**config.mk**
```make
export PLATFORM = sky130hd
export DESIGN_NAME = adcrt_top
export DESIGN_NICKNAME = d
export VERILOG_FILES = /design/src/logic/adcrt_pkg.sv /design/src/logic/adcrt_top.sv
export VERILOG_INCLUDE_DIRS = /design/src /design/src/logic
export SDC_FILE = /design/constraint.sdc
export NUM_CORES = 1
export LEC_CHECK = 0
export BUFFER_PORTS_ARGS = -buffer_cell sky130_fd_sc_hd__buf_2
export CAP_MARGIN = 20
export CORE_MARGIN = 2
export CORE_UTILIZATION = 40
export CTS_BUF_LIST = sky130_fd_sc_hd__clkbuf_4 sky130_fd_sc_hd__clkbuf_8
export CTS_CLUSTER_SIZE = 12
export DETAILED_ROUTE_END_ITERATION = 8
export PLACE_DENSITY = 0.67
export SLEW_MARGIN = 15
export SYNTH_ARGS = -nofsm -noshare
export SYNTH_HDL_FRONTEND = slang
export SYNTH_SLANG_ARGS = --single-unit
```
**constraint.sdc**
```tcl
create_clock -name clk_in -period 2.7 [get_ports clk_in]
set_input_delay 0.54 -clock clk_in [delete_from_list [all_inputs] [get_ports clk_in]]
set_output_delay 0.54 -clock clk_in [all_outputs]
set_load 0.01 [all_outputs]
```
**src/logic/adcrt_consts.svh**
```systemverilog
`ifndef ADCRT_CONSTS_SVH
`define ADCRT_CONSTS_SVH
// Register word offsets (byte addresses on the Wishbone bus)
`define ADCRT_OFS_RES_LOW 5'h00
`define ADCRT_OFS_RES_HIGH 5'h04
`define ADCRT_OFS_TRIG_SRC 5'h08
`define ADCRT_OFS_PIN_DIS 5'h0c
`define ADCRT_OFS_CONV_CTRL 5'h10
`define ADCRT_OFS_INPUT_SEL 5'h14
`define ADCRT_OFS_PORT_IN 5'h18
// Field positions and reset values
`define ADCRT_TRIG_FIELD_MSB 2
`define ADCRT_TRIG_WMASK 8'h47
`define ADCRT_CTRL_EN_BIT 7
`define ADCRT_CTRL_AUTO_BIT 5
`define ADCRT_CTRL_FLAG_BIT 4
// Only enable and auto bits are stored; bit 4 reads the complete flag, every other control bit reads zero
`define ADCRT_CTRL_WMASK 8'ha0
`define ADCRT_SEL_ADJ_BIT 5
`define ADCRT_RST_BYTE 8'h00
`define ADCRT_FREE_RUN 3'h0
`endif

```
**src/logic/adcrt_pkg.sv**
```systemverilog
package adcrt_pkg;
  // Trigger source codes
  typedef enum logic [2:0] {
    ADCRT_SRC_FREE = 3'b000,
    ADCRT_SRC_COMP = 3'b001,
    ADCRT_SRC_EXT0 = 3'b010,
    ADCRT_SRC_T0CM = 3'b011,
    ADCRT_SRC_T0OV = 3'b100,
    ADCRT_SRC_TCMB = 3'b101,
    ADCRT_SRC_T1OV = 3'b110,
    ADCRT_SRC_T1CP = 3'b111
  } adcrt_src_t;

  // Wishbone request bundle
  typedef struct packed {
    logic cyc;
    logic stb;
    logic we;
    logic [4:0] adr;
    logic [3:0] sel;
    logic [31:0] dat;
  } adcrt_wb_req_t;

  // Flags feeding the trigger mux, one per code 1..7
  typedef struct packed {
    logic t1_capture;
    logic t1_overflow;
    logic t_match_b;
    logic t0_overflow;
    logic t0_match;
    logic ext_irq0;
    logic comparator;
  } adcrt_flags_t;
endpackage : adcrt_pkg

```
**src/logic/adcrt_top.sv**
```systemverilog
// Function
// - Conversion finish loads 10-bit result into low and high result bytes.
// - After low byte read, both result bytes are frozen until high read.
// - Left-adjusted high byte alone gives upper eight result bits.
// - Adjust clear: bits 9:8 at high 1:0, 7:0 in low byte.
// - Adjust set: bits 9:2 in high byte, 1:0 at low 7:6.
// - Trigger source field acts only while auto triggering enabled.
// - Auto mode starts conversion on each rising edge of chosen flag.
// - Switching from clear source to set source starts conversion if enabled.
// - Selecting free running code zero never makes a trigger event.
// - Codes: free, comparator, ext irq0, t0 match, t0 ovf, match B, t1 ovf, capture.
// - Each pin disable bit switches off that pin's digital input buffer.
// - Disabled pin reads zero in the port input register.
// - Adjust bit change alters result presentation immediately.
// - Complete flag sets when conversion finishes and result updates; here it also sets on a finish while the pair is frozen.
// - Writing one to auto trigger enable turns auto triggering on.
//
// Chosen here: the address map and the Wishbone slave port.
`include "adcrt_consts.svh"
module adcrt_top
  import adcrt_pkg::*;
(
  // Clock and reset
  input wire logic clk_in,
  input wire logic rst_n_in,
  // Wishbone slave
  input wire logic wb_cyc_in,
  input wire logic wb_stb_in,
  input wire logic wb_we_in,
  input wire logic [4:0] wb_adr_in,
  input wire logic [3:0] wb_sel_in,
  input wire logic [31:0] wb_dat_in,
  output logic [31:0] wb_dat_out,
  output logic wb_ack_out,
  // Converter core
  input wire logic conv_done_in,
  input wire logic [9:0] conv_result_in,
  output logic conv_start_out,
  output logic conv_enable_out,
  output logic [4:0] channel_select_out,
  // Trigger flags from peripherals
  input wire adcrt_flags_t trig_flags_in,
  // Analog pins
  input wire logic [7:0] pin_in,
  output logic [7:0] pin_buf_en_n_out
);

  // Reset release synchroniser
  logic rst_meta;
  logic rst_n;
  always_ff @(posedge clk_in or negedge rst_n_in) begin
    if (!rst_n_in) begin
      rst_meta <= 1'b0;
      rst_n <= 1'b0;
    end else begin
      rst_meta <= 1'b1;
      rst_n <= rst_meta;
    end
  end

  // Pin and flag synchronisers; first stage read only by second
  logic [14:0] async_meta;
  logic [14:0] async_sync;
  always_ff @(posedge clk_in or negedge rst_n) begin
    if (!rst_n) begin
      async_meta <= 15'h0000;
      async_sync <= 15'h0000;
    end else begin
      async_meta <= {trig_flags_in, pin_in};
      async_sync <= async_meta;
    end
  end
  logic [7:0] pin_sync;
  adcrt_flags_t flag_sync;
  assign pin_sync = async_sync[7:0];
  assign flag_sync = adcrt_flags_t'(async_sync[14:8]);

  // Register state
  logic [9:0] result;
  logic locked;
  logic done_flag;
  logic [7:0] trig_ctrl;
  logic [7:0] pin_dis;
  logic [7:0] conv_ctrl;
  logic [7:0] input_sel;
  logic src_prev;
  logic ack;
  logic [31:0] rdata;
  logic [9:0] next_result;
  logic next_locked;
  logic next_done_flag;
  logic [7:0] next_trig_ctrl;
  logic [7:0] next_pin_dis;
  logic [7:0] next_conv_ctrl;
  logic [7:0] next_input_sel;
  logic next_src_prev;
  logic next_ack;
  logic [31:0] next_rdata;

  // Bus decode; one wait state, ack drops the cycle after it is given
  logic access;
  logic wr;
  logic rd;
  assign access = wb_cyc_in && wb_stb_in && !ack;
  assign wr = access && wb_we_in && wb_sel_in[0];
  assign rd = access && !wb_we_in;

  // Result byte reads; the low read opens the lock window
  logic rd_low;
  logic rd_high;
  assign rd_low = rd && (wb_adr_in == `ADCRT_OFS_RES_LOW);
  assign rd_high = rd && (wb_adr_in == `ADCRT_OFS_RES_HIGH);

  // Result presentation follows adjust bit combinationally
  logic adjust;
  logic [7:0] low_view;
  logic [7:0] high_view;
  assign adjust = input_sel[`ADCRT_SEL_ADJ_BIT];
  always_comb begin
    if (adjust) begin
      low_view = {result[1:0], 6'h00};
      high_view = result[9:2];
    end else begin
      low_view = result[7:0];
      high_view = {6'h00, result[9:8]};
    end
  end

  // Trigger source selection
  logic [2:0] src_code;
  logic src_level;
  always_comb begin
    unique case (adcrt_src_t'(src_code))
      ADCRT_SRC_FREE: src_level = 1'b0;
      ADCRT_SRC_COMP: src_level = flag_sync.comparator;
      ADCRT_SRC_EXT0: src_level = flag_sync.ext_irq0;
      ADCRT_SRC_T0CM: src_level = flag_sync.t0_match;
      ADCRT_SRC_T0OV: src_level = flag_sync.t0_overflow;
      ADCRT_SRC_TCMB: src_level = flag_sync.t_match_b;
      ADCRT_SRC_T1OV: src_level = flag_sync.t1_overflow;
      ADCRT_SRC_T1CP: src_level = flag_sync.t1_capture;
    endcase
  end
  assign src_code = trig_ctrl[`ADCRT_TRIG_FIELD_MSB:0];

  // Start generation; free running retriggers on each completion
  logic auto_on;
  logic edge_hit;
  logic free_retrig;
  assign auto_on = conv_ctrl[`ADCRT_CTRL_EN_BIT] && conv_ctrl[`ADCRT_CTRL_AUTO_BIT];
  assign edge_hit = src_level && !src_prev;
  assign free_retrig = (src_code == `ADCRT_FREE_RUN) && conv_done_in;
  assign conv_start_out = auto_on && (edge_hit || free_retrig);
  assign conv_enable_out = conv_ctrl[`ADCRT_CTRL_EN_BIT];
  assign channel_select_out = input_sel[4:0];
  assign pin_buf_en_n_out = pin_dis;

  // Next-state for registers and bus
  always_comb begin
    next_result = result;
    next_locked = locked;
    next_done_flag = done_flag;
    next_trig_ctrl = trig_ctrl;
    next_pin_dis = pin_dis;
    next_conv_ctrl = conv_ctrl;
    next_input_sel = input_sel;
    next_src_prev = src_level;
    next_ack = access;
    next_rdata = 32'h0000_0000;
    if (rd) begin
      unique case (wb_adr_in)
        `ADCRT_OFS_RES_LOW: begin
          next_rdata = {24'h000000, low_view};
          next_locked = 1'b1;
        end
        `ADCRT_OFS_RES_HIGH: begin
          next_rdata = {24'h000000, high_view};
          next_locked = 1'b0;
        end
        `ADCRT_OFS_TRIG_SRC: next_rdata = {24'h000000, trig_ctrl};
        `ADCRT_OFS_PIN_DIS: next_rdata = {24'h000000, pin_dis};
        `ADCRT_OFS_CONV_CTRL: begin
          next_rdata = {24'h000000, conv_ctrl};
          next_rdata[`ADCRT_CTRL_FLAG_BIT] = done_flag;
        end
        `ADCRT_OFS_INPUT_SEL: next_rdata = {24'h000000, input_sel};
        `ADCRT_OFS_PORT_IN: next_rdata = {24'h000000, pin_sync & ~pin_dis};
        default: next_rdata = 32'h0000_0000;
      endcase
    end
    if (wr) begin
      unique case (wb_adr_in)
        `ADCRT_OFS_TRIG_SRC: next_trig_ctrl = wb_dat_in[7:0] & `ADCRT_TRIG_WMASK;
        `ADCRT_OFS_PIN_DIS: next_pin_dis = wb_dat_in[7:0];
        `ADCRT_OFS_CONV_CTRL: begin
          next_conv_ctrl = wb_dat_in[7:0] & `ADCRT_CTRL_WMASK;
          if (wb_dat_in[`ADCRT_CTRL_FLAG_BIT]) begin
            next_done_flag = 1'b0;
          end
        end
        `ADCRT_OFS_INPUT_SEL: next_input_sel = wb_dat_in[7:0];
        default: next_input_sel = input_sel;
      endcase
    end
    // Completion: flag set wins over a same-cycle clear
    if (conv_done_in) begin
      next_done_flag = 1'b1;
      // A low read in this cycle returns the old byte, so keep the pair whole
      if (!locked && !rd_low) begin
        next_result = conv_result_in;
      end
    end
  end

  // Register update
  always_ff @(posedge clk_in or negedge rst_n) begin
    if (!rst_n) begin
      result <= 10'h000;
      locked <= 1'b0;
      done_flag <= 1'b0;
      trig_ctrl <= `ADCRT_RST_BYTE;
      pin_dis <= `ADCRT_RST_BYTE;
      conv_ctrl <= `ADCRT_RST_BYTE;
      input_sel <= `ADCRT_RST_BYTE;
      src_prev <= 1'b0;
      ack <= 1'b0;
      rdata <= 32'h0000_0000;
    end else begin
      result <= next_result;
      locked <= next_locked;
      done_flag <= next_done_flag;
      trig_ctrl <= next_trig_ctrl;
      pin_dis <= next_pin_dis;
      conv_ctrl <= next_conv_ctrl;
      input_sel <= next_input_sel;
      src_prev <= next_src_prev;
      ack <= next_ack;
      rdata <= next_rdata;
    end
  end
  assign wb_ack_out = ack;
  assign wb_dat_out = rdata;

  // Checks; a low read in the same cycle as a completion also freezes the pair
  chk_lock_freeze: assert property (@(posedge clk_in) disable iff (!rst_n)
    (locked || rd_low) && !rd_high |=> $stable(result))
    else $error("result changed while locked");
  chk_result_load: assert property (@(posedge clk_in) disable iff (!rst_n)
    conv_done_in && !locked && !rd_low |=> result == $past(conv_result_in))
    else $error("result not loaded on completion");
  chk_lock_set: assert property (@(posedge clk_in) disable iff (!rst_n)
    rd_low |=> locked)
    else $error("low read did not lock");
  chk_lock_release: assert property (@(posedge clk_in) disable iff (!rst_n)
    rd_high |=> !locked)
    else $error("lock not released by high read");
  chk_free_no_edge: assert property (@(posedge clk_in) disable iff (!rst_n)
    src_code == `ADCRT_FREE_RUN && !conv_done_in |-> !conv_start_out)
    else $error("free running made a trigger");
  chk_free_retrig: assert property (@(posedge clk_in) disable iff (!rst_n)
    auto_on && src_code == `ADCRT_FREE_RUN && conv_done_in |-> conv_start_out)
    else $error("free running did not restart");
  chk_auto_gate: assert property (@(posedge clk_in) disable iff (!rst_n)
    !conv_ctrl[`ADCRT_CTRL_AUTO_BIT] |-> !conv_start_out)
    else $error("trigger without auto enable");
  chk_enable_gate: assert property (@(posedge clk_in) disable iff (!rst_n)
    !conv_enable_out |-> !conv_start_out)
    else $error("trigger while converter disabled");
  chk_edge_start: assert property (@(posedge clk_in) disable iff (!rst_n)
    auto_on && $rose(src_level) && $stable(src_code) |-> conv_start_out)
    else $error("rising edge did not start");
  // Level alone must never start: only a change against the last cycle counts
  chk_start_on_rise: assert property (@(posedge clk_in) disable iff (!rst_n)
    auto_on && src_code != `ADCRT_FREE_RUN
      && !(src_level && !$past(src_level)) |-> !conv_start_out)
    else $error("start without a rising edge");
  chk_auto_write: assert property (@(posedge clk_in) disable iff (!rst_n)
    wr && wb_adr_in == `ADCRT_OFS_CONV_CTRL && wb_dat_in[`ADCRT_CTRL_AUTO_BIT]
      |=> conv_ctrl[`ADCRT_CTRL_AUTO_BIT])
    else $error("auto enable write lost");
  chk_reserved_zero: assert property (@(posedge clk_in) disable iff (!rst_n)
    rd && wb_adr_in == `ADCRT_OFS_TRIG_SRC |=> !wb_dat_out[7])
    else $error("reserved trigger bit read nonzero");
  chk_pin_disable: assert property (@(posedge clk_in) disable iff (!rst_n)
    wr && wb_adr_in == `ADCRT_OFS_PIN_DIS |=> pin_buf_en_n_out == $past(wb_dat_in[7:0]))
    else $error("pin buffer disable not applied");
  chk_port_mask: assert property (@(posedge clk_in) disable iff (!rst_n)
    rd && wb_adr_in == `ADCRT_OFS_PORT_IN |=> (wb_dat_out[7:0] & $past(pin_dis)) == 8'h00)
    else $error("disabled pin read nonzero");
  chk_left_view: assert property (@(posedge clk_in) disable iff (!rst_n)
    adjust |-> high_view == result[9:2] && low_view[5:0] == 6'h00)
    else $error("left adjust view wrong");
  chk_right_view: assert property (@(posedge clk_in) disable iff (!rst_n)
    !adjust |-> high_view[7:2] == 6'h00 && low_view == result[7:0])
    else $error("right adjust view wrong");
  chk_flag_set: assert property (@(posedge clk_in) disable iff (!rst_n)
    conv_done_in |=> done_flag)
    else $error("complete flag not set");
  chk_flag_read: assert property (@(posedge clk_in) disable iff (!rst_n)
    rd && wb_adr_in == `ADCRT_OFS_CONV_CTRL
      |=> wb_dat_out[`ADCRT_CTRL_FLAG_BIT] == $past(done_flag))
    else $error("complete flag read wrong");
  // Bus handshake: every taken request is answered next cycle, for one cycle
  chk_ack_answer: assert property (@(posedge clk_in) disable iff (!rst_n)
    wb_cyc_in && wb_stb_in && !wb_ack_out |=> wb_ack_out)
    else $error("request not acknowledged");
  chk_ack_once: assert property (@(posedge clk_in) disable iff (!rst_n)
    wb_ack_out |=> !wb_ack_out)
    else $error("acknowledge held too long");
endmodule : adcrt_top

```
# == Word level (Yosys, flattened, before mapping) ==
# Index checks and enable logic that the tools add are counted.
# totals
latch_bits,0
romBits,0
out_inout_bits,48
ramBits,0
ff_bits,100
mem_count,0
# op_classes
mux,10
reduce_logical,30
add_sub_neg,0
div_mod_pow,0
order_cmp,0
shifts,0
bitwise_logic,2
multipliers,0
n_eq_ne,13
# op_table
operator,count
$pmux 8 s7,1
$mux 8,3
$eq 5x5->1 const B,3
$eq 3x3->1 const B,4
$reduce_and 2->1,6
$logic_and 1x1->1,11
$eq 5x4->1 const B,2
$and 8x8->8,1
$not 8->8,1
$pmux 1 s8,1
$reduce_bool 2->1,4
$eq 3x2->1 const B,2
$eq 5x3->1 const B,1
$logic_not 1->1,5
$logic_not 5->1,1
$mux 1,4
$eq 3x1->1 const B,1
$logic_not 3->1,1
$reduce_and 3->1,1
$pmux 1 s2,1
$logic_or 1x1->1,1

# == Logic depth before layout (Yosys ltp) ==
# Gate-level depths: netlist (run 1).
# logic_depth
word_depth,7
ltp_mapped,6
ltp_nobuf,5

# == Worst setup path after synthesis (run 1) ==
# Ideal clock, no wire load.
# synth_timing
path_kind,reg-to-output
from,register trig_ctrl[0]
to,output conv_start_out
path_stages_with_launch,6
required_ns,2.160
arrival_ns,1.388
setup_slack_ns,0.772
path_buffers,1
cell_sequence,dfrtp_1 > buf_2 > mux2i_1 > mux4_2 > o21ai_0 > and3_1
# synth_via
elab_chain_cells,5
word_cells_on_any_way,13
cone_classes,eq/ne: 7; mux: 1; reduce/logical: 5
# synth_lines
element,line_no,rtl
from (decl),adcrt_top.sv:82,logic [7:0] trig_ctrl;
from (signal assigned),adcrt_top.sv:221,trig_ctrl <= `ADCRT_RST_BYTE;
from (signal assigned),adcrt_top.sv:232,trig_ctrl <= next_trig_ctrl;
"$eq 3x3->1, or another cell as far along",adcrt_top.sv:133,unique case (adcrt_src_t'(src_code))
$pmux 1 s8,adcrt_top.sv:133,
$logic_and 1x1->1,adcrt_top.sv:151,assign edge_hit = src_level && !src_prev;
$logic_or 1x1->1 (*),adcrt_top.sv:153,assign conv_start_out = auto_on && (edge_hit || free_retrig);
$logic_and 1x1->1 (*),adcrt_top.sv:153,
to (decl),adcrt_top.sv:38,"output logic conv_start_out,"
# Mark *: on every way between the ends. The rest lies on a longest branch, timed or not.

# == Worst setup path after layout (run 1) ==
# Same ends and word-level chain as after synthesis.

==> results by group, run 1 <==
Outcome
  – Status: finished clean

Power and ir drop
  – P_sw: 0.618 mW
  – Sw Share: 23.9%
  – Gate power share: 10.3%
  – Peak supply drop: 0.390 mV
  – Pwr dens: 667 mW/mm²
  – Clock share of power: 37.9%
  – P_leak: 1.86 nW
  – Internal: 1.97 mW
  – Seq pwr share: 51.8%

Detailed routing
  – Via count: 2,116
  – Total Wirelength: 6.58 mm
  – Wl on met1: 3.02 mm
  – DRC: 0
  – ANT nets after route: 0
  – Top Layer Used: met4
  – Vias per Instance: 4.81
  – Met3 routed WL: 466 µm
  – Routed wl met2: 2.98 mm
  – Post-DR wirelength/cell: 15.0 µm
  – Detailed Routing Iterations Pass 1: 4
  – DR iter-0 viols: 161

Die
  – Core footprint: 0.00809 mm²
  – Die Y: 94.5 µm
  – Initial Util: 40.5%
  – IO Count: 120
  – Die extent in x: 94.5 µm
  – Row count: 33
  – Die footprint: 0.00894 mm²

Worst setup path
  – Slowest library cell on the worst path: dfrtp_1
  – Worst stage delay on the critical path: 0.48 ns
  – CP Cell Sequence: mux2i_1, mux4_2, o21ai_0, and3_1, buf_2
  – Critical Path End Type: primary output
  – CP bufs+invs: 1
  – Reg2Reg Setup Slack: 0.72 ns
  – Critical Path AT: 2.03 ns
  – Critical path class: flop to primary output
  – Worst Path Required: 2.16 ns
  – Worst setup SP type: flop
  – Crit path max fanout: 7
  – Delay-heaviest family, CP: multiplexers

Cells and area
  – Antenna Cells: 0
  – Synth-to-layout area growth: 18.1%
  – Commonest non-fill, non-tap cell in the layout: dfrtp_1
  – Share of cells above drive strength 1: 37.9%
  – Fill count: 756
  – Commonest cells after routing, fill and taps aside: dfrtp_1, buf_2, mux2_2
  – Fin nets: 402
  – Final instance area: 0.00387 mm²

Clock network
  – CTS tree: yes
  – H-tree lvl count: 3
  – CTS Buffer Depth: 2
  – CTS Buf Count: 9
  – Clock-pin slew on the worst setup and hold paths: 0.08 ns
  – Clk root buf: clkbuf_8
  – Num Clock Sinks: 76
  – Worst skew pair latency: 0.34 ns

Timing
  – # setup viols final: 0
  – Final worst setup slack: 0.132 ns
  – Fmax achieved: 0.389 GHz
  – Setup Skew: 0.00685 ns
  – Final cycle utilization of the critical path: 95.1%
  – Setup TNS: 0 ns
  – Worst slew margin: 49.4%
  – WHS: 0.294 ns
  – Max Slew Vio Count: 0
  – Endpoints failing hold: 0
  – Slew @ Worst Pin: 0.759 ns
  – Minimum clock period: 2.57 ns
  – RSZ-0062 raised after global routing: false

GRT
  – Vias in the first global route: 2,052
  – Largest net degree at the start of global routing: 40
  – Initial antenna violation count: 0
  – First-pass GRT wire length: 10.4 mm
  – Overflow after GRT: 0
  – GR Util All Layers: 15.7%

Hold path
  – Worst min path class: primary input to flop

Logic synthesis
  – Syn Std Cell Area: 0.00328 mm²
  – Prevailing post-synth register cell: dfrtp_1
  – Distinct cells, synth: 44
  – Ys Warns: 0
  – Fraction of registers with async set/reset: 100%
  – Seq cells post-synth: 76
  – Register area share after synthesis: 58.0%
  – Synthesized instance count: 260
  – Synth Area per Inst: 12.6 µm²
  – Post-synth EDFFs: 0

Placement
  – RePlAce Congestion: 0.834
  – Final HPWL DP: 4.85 mm
  – Pre-CTS WS: 0.453 ns
  – Buffers on Ports: 68
  – Placed cell area: 0.00363 mm²

Run
  – Max-Cap Viols: 0
## cells by family (layout without fill, tap and decap cells)
logic type	after synthesis	in the layout	share of synthesized area [%]
DFF	76	76	58.0
and+or+nand+nor	59	59	11.5
buffers and inverters	44	96	8.43
muxes	41	41	14.2
AOI/OAI and AO/OA	38	38	7.71
other	2	25	0.229
## flip-flops by register name, summed over array words and instances (netlist names), 2 cells and up
| name | cells |
|---|---|
| pin_buf_en_n_out | 8 |
| conv_ctrl | 2 |
| result | 10 |
| wb_dat_out | 8 |
| trig_ctrl | 4 |
| async_sync | 15 |
| input_sel | 8 |
| async_meta | 15 |
## power by group through the flow
stage	combinational (mW)	sequential, mW	clock [mW]
2_1_floorplan	0.205	1.33	0
3_3_place_gp	0.258	1.36	0
3_5_place_dp	0.267	1.36	0
4_1_cts	0.270	1.34	0.994
5_1_grt	0.299	1.36	1.04
6_report	0.266	1.34	0.979
## per-stage QoR
stage	cells	power (mW)	utilization (%)
6_report	440	2.58	47.9
3_3_place_gp	423	1.62	44.9
4_1_cts	440	2.60	47.9
3_5_place_dp	423	1.63	44.9
2_1_floorplan	283	1.54	-
5_1_grt	440	2.70	47.9
## cell type report
type	instances	area, µm²	area share [%]
clock inverters	4	72.6	1.87
repair buffers	73	393	10.1
multi-input cells	163	1190	30.7
well taps	105	131	3.39
flip-flops and latches	76	1900	49.1
clock buffers	12	159	4.10
inverters	7	26.3	0.679
## cells in the mapped netlist, types with 2 or more instances
cell       n  area, µm²
dfrtp_1   76       1900
mux2_1     5       56.3
nand2_1   17       63.8
a31oi_1    5       31.3
clkbuf_1   5       18.8
a21oi_1    7       35.0
buf_4     29        218
inv_1      7       26.3
conb_1     2       7.51
nor2_1     4       15.0
nor2b_1    2       12.5
nor2_2     2       12.5
o21ai_0    9       45.0
nor4_4     2       42.5
nand2b_1   2       12.5
a221o_1    3       30.0
nand4_1    2       12.5
a21o_1     2       15.0
or3b_1     2       17.5
nand3_1    4       20.0
nand3b_1  10       75.1
buf_2      2       10.0
mux2_2    28        315
mux2i_1    7       70.1
and3_1     3       18.8
o211ai_1   3       22.5
a22oi_1    3       22.5
## worst register-to-register path: cells and delay by family (launching register included)
family / cells / cell delay (ns)
AND/OR/NAND/NOR: 3 / 0.99
multiplexers: 1 / 0.40
flip-flops: 1 / 0.38
buffers and inverters: 1 / 0.10
## per-layer routing
layer  up-vias  global-route usage (%)
met5         -                       0
met4         0                    5.68
met3        10                    4.31
met2        82                    23.8
met1      1016                    21.8
li1       1008                       -
## path summary, 6_finish.rpt
kind                             startpoint                  end  depth (start not counted)
min in group asynchronous             rst_n        async_meta[8]                          0
max in group asynchronous             rst_n        wb_dat_out[4]                          1
min reg2reg                           rst_n        async_meta[8]                          0
max                            trig_ctrl[0]       conv_start_out                          5
max reg2reg                      wb_ack_out  pin_buf_en_n_out[0]                          5
min                        trig_flags_in[6]       async_meta[14]                          1
## timing repair
item	CTS	global route
setup buffers	0	0
gates resized for setup	0	0
hold buffers	1	0
endpoints found under the setup margin	0	0
endpoints found under the hold margin	2	0
Power figures use the tool's default switching activity.
==> inputs of run 2 (changes only) <==
Settings changed: SETUP_SLACK_MARGIN set to 0.3.
==> results by group, run 2 (synthesis gave the netlist of run 1 again) <==
GRT
  – Vias in the first global route: 2,066 (was 2,052)
  – Overflow after GRT: 0 (unchanged)
  – First-pass GRT wire length: 10.5 mm (was 10.4 mm)
  – Initial antenna violation count: 0 (unchanged)
  – GR Util All Layers: 15.8% (was 15.7%)
  – Largest net degree at the start of global routing: 40 (unchanged)

Placement
  – Buffers on Ports: 68 (unchanged)
  – Final HPWL DP: 4.85 mm (unchanged)
  – Placed cell area: 0.00363 mm² (unchanged)
  – RePlAce Congestion: 0.834 (unchanged)
  – Cells after DPL: 423 (unchanged)

Power and ir drop
  – P_sw: 0.621 mW (was 0.618 mW)
  – Sw Share: 24.0% (was 23.9%)
  – Pwr dens: 664 mW/mm² (was 667 mW/mm²)
  – Clock share of power: 37.8% (was 37.9%)
  – Gate power share: 10.5% (was 10.3%)
  – Peak supply drop: 0.390 mV (about the same)
  – Internal: 1.97 mW (about the same)
  – Seq pwr share: 51.7% (was 51.8%)
  – P_leak: 1.87 nW (was 1.86 nW)

Worst setup path
  – Worst setup SP type: flop (unchanged)
  – Critical path class: flop to primary output (unchanged)
  – FF-to-FF path depth: 5 (unchanged)
  – Reg2Reg Setup Slack: 0.71 ns (was 0.72 ns)
  – Crit path max fanout: 6 (was 7)
  – Critical Path AT: 1.91 ns (was 2.03 ns)
  – Worst Path Required: 2.16 ns (about the same)
  – Worst r2r src: wb_ack_out (unchanged)
  – Critical Path End Type: primary output (unchanged)
  – R2R Path End: pin_buf_en_n_out[0] (unchanged)

Hold path
  – Worst min path class: primary input to flop (unchanged)
  – Hold Startpoint: trig_flags_in[5] (was trig_flags_in[6])
  – Worst Hold End: async_meta[13] (was async_meta[14])
  – Hold Path Depth: 1 (unchanged)

Detailed routing
  – ANT nets after route: 0 (unchanged)
  – Vias per Instance: 4.84 (was 4.81)
  – DR iter-0 viols: 178 (was 161)
  – DRC: 0 (unchanged)
  – Post-DR wirelength/cell: 15.0 µm (about the same)
  – Detailed Routing Iterations Pass 1: 4 (unchanged)
  – Total Wirelength: 6.63 mm (was 6.58 mm)
  – Via count: 2,146 (was 2,116)

Cells and area
  – Area of the multi-input gates: 0.00119 mm² (about the same)
  – FF/Latch Area: 0.00190 mm² (about the same)
  – Fin nets: 405 (was 402)
  – Non-filler cells, final: 443 (was 440)
  – Leading registers by flop count: async_meta x15, async_sync x15, result x10 (unchanged)
  – Synth-to-layout area growth: 18.9% (was 18.1%)
  – Fill count: 756 (unchanged)
  – Commonest non-fill, non-tap cell in the layout: dfrtp_1 (unchanged)
  – Antenna Cells: 0 (unchanged)
  – Commonest cells after routing, fill and taps aside: dfrtp_1, buf_2, mux2_2 (unchanged)
  – Final instance area: 0.00390 mm² (was 0.00387 mm²)
  – Fin util: 48.2% (was 47.9%)
  – Share of cells above drive strength 1: 39.1% (was 37.9%)

Die
  – Row count: 33 (unchanged)
  – Core footprint: 0.00809 mm² (unchanged)
  – Initial Util: 40.5% (unchanged)
  – Die extent in x: 94.5 µm (unchanged)
  – Die footprint: 0.00894 mm² (unchanged)
  – Die Y: 94.5 µm (unchanged)
  – IO Count: 120 (unchanged)

Clock network
  – Num Clock Sinks: 76 (unchanged)
  – Clock-pin slew on the worst setup and hold paths: 0.08 ns (about the same)
  – CTS Buffer Depth: 2 (unchanged)
  – CTS Buf Count: 9 (unchanged)
  – CTS tree: yes (unchanged)
  – H-tree lvl count: 3 (unchanged)
  – Clk root buf: clkbuf_8 (unchanged)
  – Worst skew pair latency: 0.35 ns (was 0.34 ns)

Timing
  – Fmax achieved: 0.408 GHz (was 0.389 GHz)
  – Max Slew Vio Count: 0 (unchanged)
  – Final cycle utilization of the critical path: 90.7% (was 95.1%)
  – Setup Skew: 0.00754 ns (was 0.00685 ns)
  – RSZ-0062 raised after global routing: true (was false)
  – Endpoints failing hold: 0 (unchanged)
  – # setup viols final: 0 (unchanged)
  – Slew @ Worst Pin: 0.755 ns (was 0.759 ns)
  – Setup TNS: 0 ns (unchanged)
  – Worst slew margin: 49.7% (was 49.4%)
  – Minimum clock period: 2.45 ns (was 2.57 ns)

Outcome
  – Status: finished clean (unchanged)

Run
  – Max-Cap Viols: 0 (unchanged)
-- run 2: changes by cell type in the layout (fill, tap and decap cells not counted), sizes merged --
| cell | delta |
|---|---|
| buf | +3 |
-- run 2: worst max path at each step --
stage                  from             end  slack [ns]  depth (start not counted)
2_1_floorplan         rst_n   async_meta[0]        0.43                          0
3_3_place_gp   conv_done_in  conv_start_out        0.45                          5
3_5_place_dp   trig_ctrl[0]  conv_start_out        0.45                          5
4_1_cts        trig_ctrl[0]  conv_start_out        0.23                          5
5_1_grt        trig_ctrl[0]  conv_start_out        0.17                          5
6_report       trig_ctrl[0]  conv_start_out        0.25                          5
-- run 2: cell type report --
class / instances / area share (%)
inverter: 7 / 0.674
timing repair buffer: 76 / 10.7
tap: 105 / 3.37
clock inverter: 4 / 1.86
clock buffer: 12 / 4.07
multi-input combinational: 163 / 30.5
sequential: 76 / 48.8
-- run 2: power by group through the flow --
stage	clock network [mW]	logic [mW]	registers [mW]
5_1_grt	1.04	0.305	1.36
6_report	0.979	0.271	1.34
3_3_place_gp	0	0.258	1.36
3_5_place_dp	0	0.267	1.36
4_1_cts	0.994	0.274	1.34
2_1_floorplan	0	0.205	1.33
-- run 2: repair_timing --
item,CTS,global route
hold buffers,1,0
buffers inserted,2,1
setup endpoints to repair,1,1
gates resized for setup,3,0
hold endpoints to repair,2,0
-- run 2: per-stage QoR --
step	power [mW]	setup slack [ns]	hold slack, ns
5_1_grt	2.70	0.174	0.283
3_3_place_gp	1.62	0.446	0.325
2_1_floorplan	1.54	0.427	0.244
4_1_cts	2.61	0.226	0.281
6_report	2.59	0.252	0.293
3_5_place_dp	1.63	0.453	0.329
-- run 2: layer usage --
layer | track usage (%) | vias up | part of all wire (%)
met5 | 0 | - | 0
met4 | 5.68 | 0 | 1.7
met3 | 4.31 | 10 | 7.5
met2 | 23.9 | 86 | 46
met1 | 21.9 | 1039 | 45
li1 | - | 1011 | -
-- run 2: critical path, cell delays in order, from the launching register on --
cell	delay, ns
dfrtp_2	0.46
mux2i_1	0.15
mux4_2	0.49
o21ai_2	0.14
and3_1	0.19
buf_2	0.14
==> inputs of run 3 (changes only) <==
Settings changed: SETUP_SLACK_MARGIN 0.3 to not set.
Clock period 2.7 ns to 2.6 ns, I/O delays scaled along.
==> results by group, run 3 (synthesis gave the netlist of run 1 again) <==
Die
  – Die Y: 94.5 µm (unchanged)
  – Core footprint: 0.00809 mm² (unchanged)
  – IO Count: 120 (unchanged)
  – Die footprint: 0.00894 mm² (unchanged)
  – Die extent in x: 94.5 µm (unchanged)
  – Row count: 33 (unchanged)
  – Initial Util: 40.5% (unchanged)

GRT
  – Vias in the first global route: 2,043 (was 2,066)
  – GR Util All Layers: 15.5% (was 15.8%)
  – Overflow after GRT: 0 (unchanged)
  – Largest net degree at the start of global routing: 60 (was 40)
  – First-pass GRT wire length: 10.2 mm (was 10.5 mm)
  – Initial antenna violation count: 0 (unchanged)

Detailed routing
  – Via count: 2,118 (was 2,146)
  – DR iter-0 viols: 145 (was 178)
  – DRC: 0 (unchanged)
  – Post-DR wirelength/cell: 14.8 µm (was 15.0 µm)
  – Vias per Instance: 4.79 (was 4.84)
  – Total Wirelength: 6.54 mm (was 6.63 mm)
  – ANT nets after route: 0 (unchanged)
  – Detailed Routing Iterations Pass 1: 4 (unchanged)

Timing
  – WHS: 0.177 ns (was 0.293 ns)
  – Max Slew Vio Count: 0 (unchanged)
  – Worst slew margin: 61.9% (was 49.7%)
  – Endpoints failing hold: 0 (unchanged)
  – RSZ-0062 raised after global routing: false (was true)
  – Slew @ Worst Pin: 0.572 ns (was 0.755 ns)
  – Fmax achieved: 0.395 GHz
  – Setup Skew: 0.00699 ns (was 0.00754 ns)
  – Final cycle utilization of the critical path: 97.4%
  – Minimum clock period: 2.53 ns
  – Setup TNS: 0 ns (unchanged)
  – # setup viols final: 0 (unchanged)

Worst setup path
  – Critical Path End Type: primary output (unchanged)
  – R2R Path End: pin_buf_en_n_out[4] (was pin_buf_en_n_out[0])
  – Crit path max fanout: 7 (was 6)
  – Reg2Reg Setup Slack: 0.57 ns (was 0.71 ns)
  – Worst r2r src: wb_ack_out (unchanged)
  – FF-to-FF path depth: 5 (unchanged)
  – Worst setup SP type: flop (unchanged)
  – End of the critical path: conv_start_out (unchanged)
  – Worst Path Required: 2.08 ns (was 2.16 ns)
  – Critical path class: flop to primary output (unchanged)
  – Critical path launch point: trig_ctrl[0] (unchanged)
  – Critical Path AT: 2.01 ns (was 1.91 ns)

Clock network
  – CTS tree: yes (unchanged)
  – Worst skew pair latency: 0.34 ns (was 0.35 ns)
  – Num Clock Sinks: 76 (unchanged)
  – CTS Buffer Depth: 2 (unchanged)
  – H-tree lvl count: 3 (unchanged)
  – CTS Buf Count: 9 (unchanged)
  – Clock-pin slew on the worst setup and hold paths: 0.08 ns (about the same)
  – Postcts setup bufs: 0 (was 2)
  – Clk root buf: clkbuf_8 (unchanged)

Power and ir drop
  – Clock share of power: 35.4% (was 37.8%)
  – Sw Share: 26.5% (was 24.0%)
  – Seq pwr share: 53.6% (was 51.7%)
  – Internal: 1.90 mW (was 1.97 mW)
  – Peak supply drop: 0.420 mV (was 0.390 mV)
  – P_sw: 0.684 mW (was 0.621 mW)
  – Pwr dens: 668 mW/mm² (was 664 mW/mm²)
  – P_leak: 1.85 nW (was 1.87 nW)
  – Gate power share: 10.9% (was 10.5%)

Cells and area
  – Area of the multi-input gates: 0.00119 mm² (about the same)
  – Synth-to-layout area growth: 17.9% (was 18.9%)
  – Commonest non-fill, non-tap cell in the layout: dfrtp_1 (unchanged)
  – Antenna Cells: 0 (unchanged)
  – Commonest cells after routing, fill and taps aside: dfrtp_1, buf_2, mux2_2 (unchanged)
  – Share of cells above drive strength 1: 38.6% (was 39.1%)
  – Leading registers by flop count: async_meta x15, async_sync x15, result x10 (unchanged)
  – Fill count: 755 (was 756)
  – Fin nets: 404 (was 405)
  – FF/Latch Area: 0.00190 mm² (unchanged)

Outcome
  – Status: finished clean (unchanged)

Run
  – Max-Cap Viols: 0 (unchanged)

Hold path
  – Worst min path class: flop to async pin (was primary input to flop)

Placement
  – Final HPWL DP: 4.89 mm (was 4.85 mm)
  – RePlAce Congestion: 0.779 (was 0.834)
  – Buffers on Ports: 68 (unchanged)
run 3: changes by cell type in the layout (fill, tap and decap cells not counted), sizes merged:
cell	change
inv	+3
bufinv	-1
buf	-1
clkinv	+1
clkbuf	-3
run 3: metal layers:
layer / global-route usage, % / wire, µm / share of wire (%)
met5: 0 / 0 / 0
met4: 5.68 / 78 / 1.2
met3: 4.95 / 490 / 7.5
met2: 23.8 / 2970 / 45
met1: 20.8 / 3000 / 46
run 3: worst min-delay path by stage:
stage / startpoint / endpoint / slack [ns] / depth (start not counted)
floorplan: rst_n_in / rst_meta / 0.22 / 0
global placement: rst_n / async_meta[8] / 0.18 / 0
detailed placement: rst_n / async_meta[8] / 0.18 / 0
CTS: rst_n / async_meta[8] / 0.19 / 0
global route: rst_n / async_sync[8] / 0.21 / 0
finish: rst_n / async_sync[8] / 0.18 / 0
run 3: layout make-up:
type	count	area share [%]
clock inverter	7	2.17
sequential	76	49.3
clock buffer	9	3.20
inverter	7	0.680
tap	105	3.40
multi-input combinational	163	30.7
timing repair buffer	75	10.6
run 3: metrics by stage:
stage / power (mW) / instances / util, % / instance area [µm²] / setup slack, ns
floorplan: 1.60 / 283 / - / 3370 / 0.327
global route: 2.71 / 442 / 47.8 / 3860 / 0.0150
finish: 2.58 / 442 / 47.8 / 3860 / 0.0668
CTS: 2.61 / 442 / 47.8 / 3860 / 0.0318
global placement: 1.68 / 425 / 45.1 / 3650 / 0.388
detailed placement: 1.69 / 425 / 45.1 / 3650 / 0.378
run 3: critical path: stages (launching register included):
cell     delay [ns]
dfrtp_2        0.48
mux2i_1        0.17
mux4_2         0.48
o21ai_0        0.21
and3_1         0.21
buf_2          0.13
run 3: repair_timing:
| action | in CTS | in global routing |
|---|---|---|
| resized for setup | 1 | 0 |
| setup endpoints to repair | 1 | 0 |
| hold endpoints to repair | 2 | 0 |
| hold buffers | 1 | 0 |
run 3: power groups by stage:
stage / combinational (mW) / sequential [mW] / clock (mW)
final: 0.283 / 1.38 / 0.915
after global placement: 0.275 / 1.40 / 0
after floorplan: 0.212 / 1.39 / 0
after global routing: 0.317 / 1.40 / 0.993
after detailed placement: 0.283 / 1.41 / 0
after CTS: 0.286 / 1.39 / 0.934
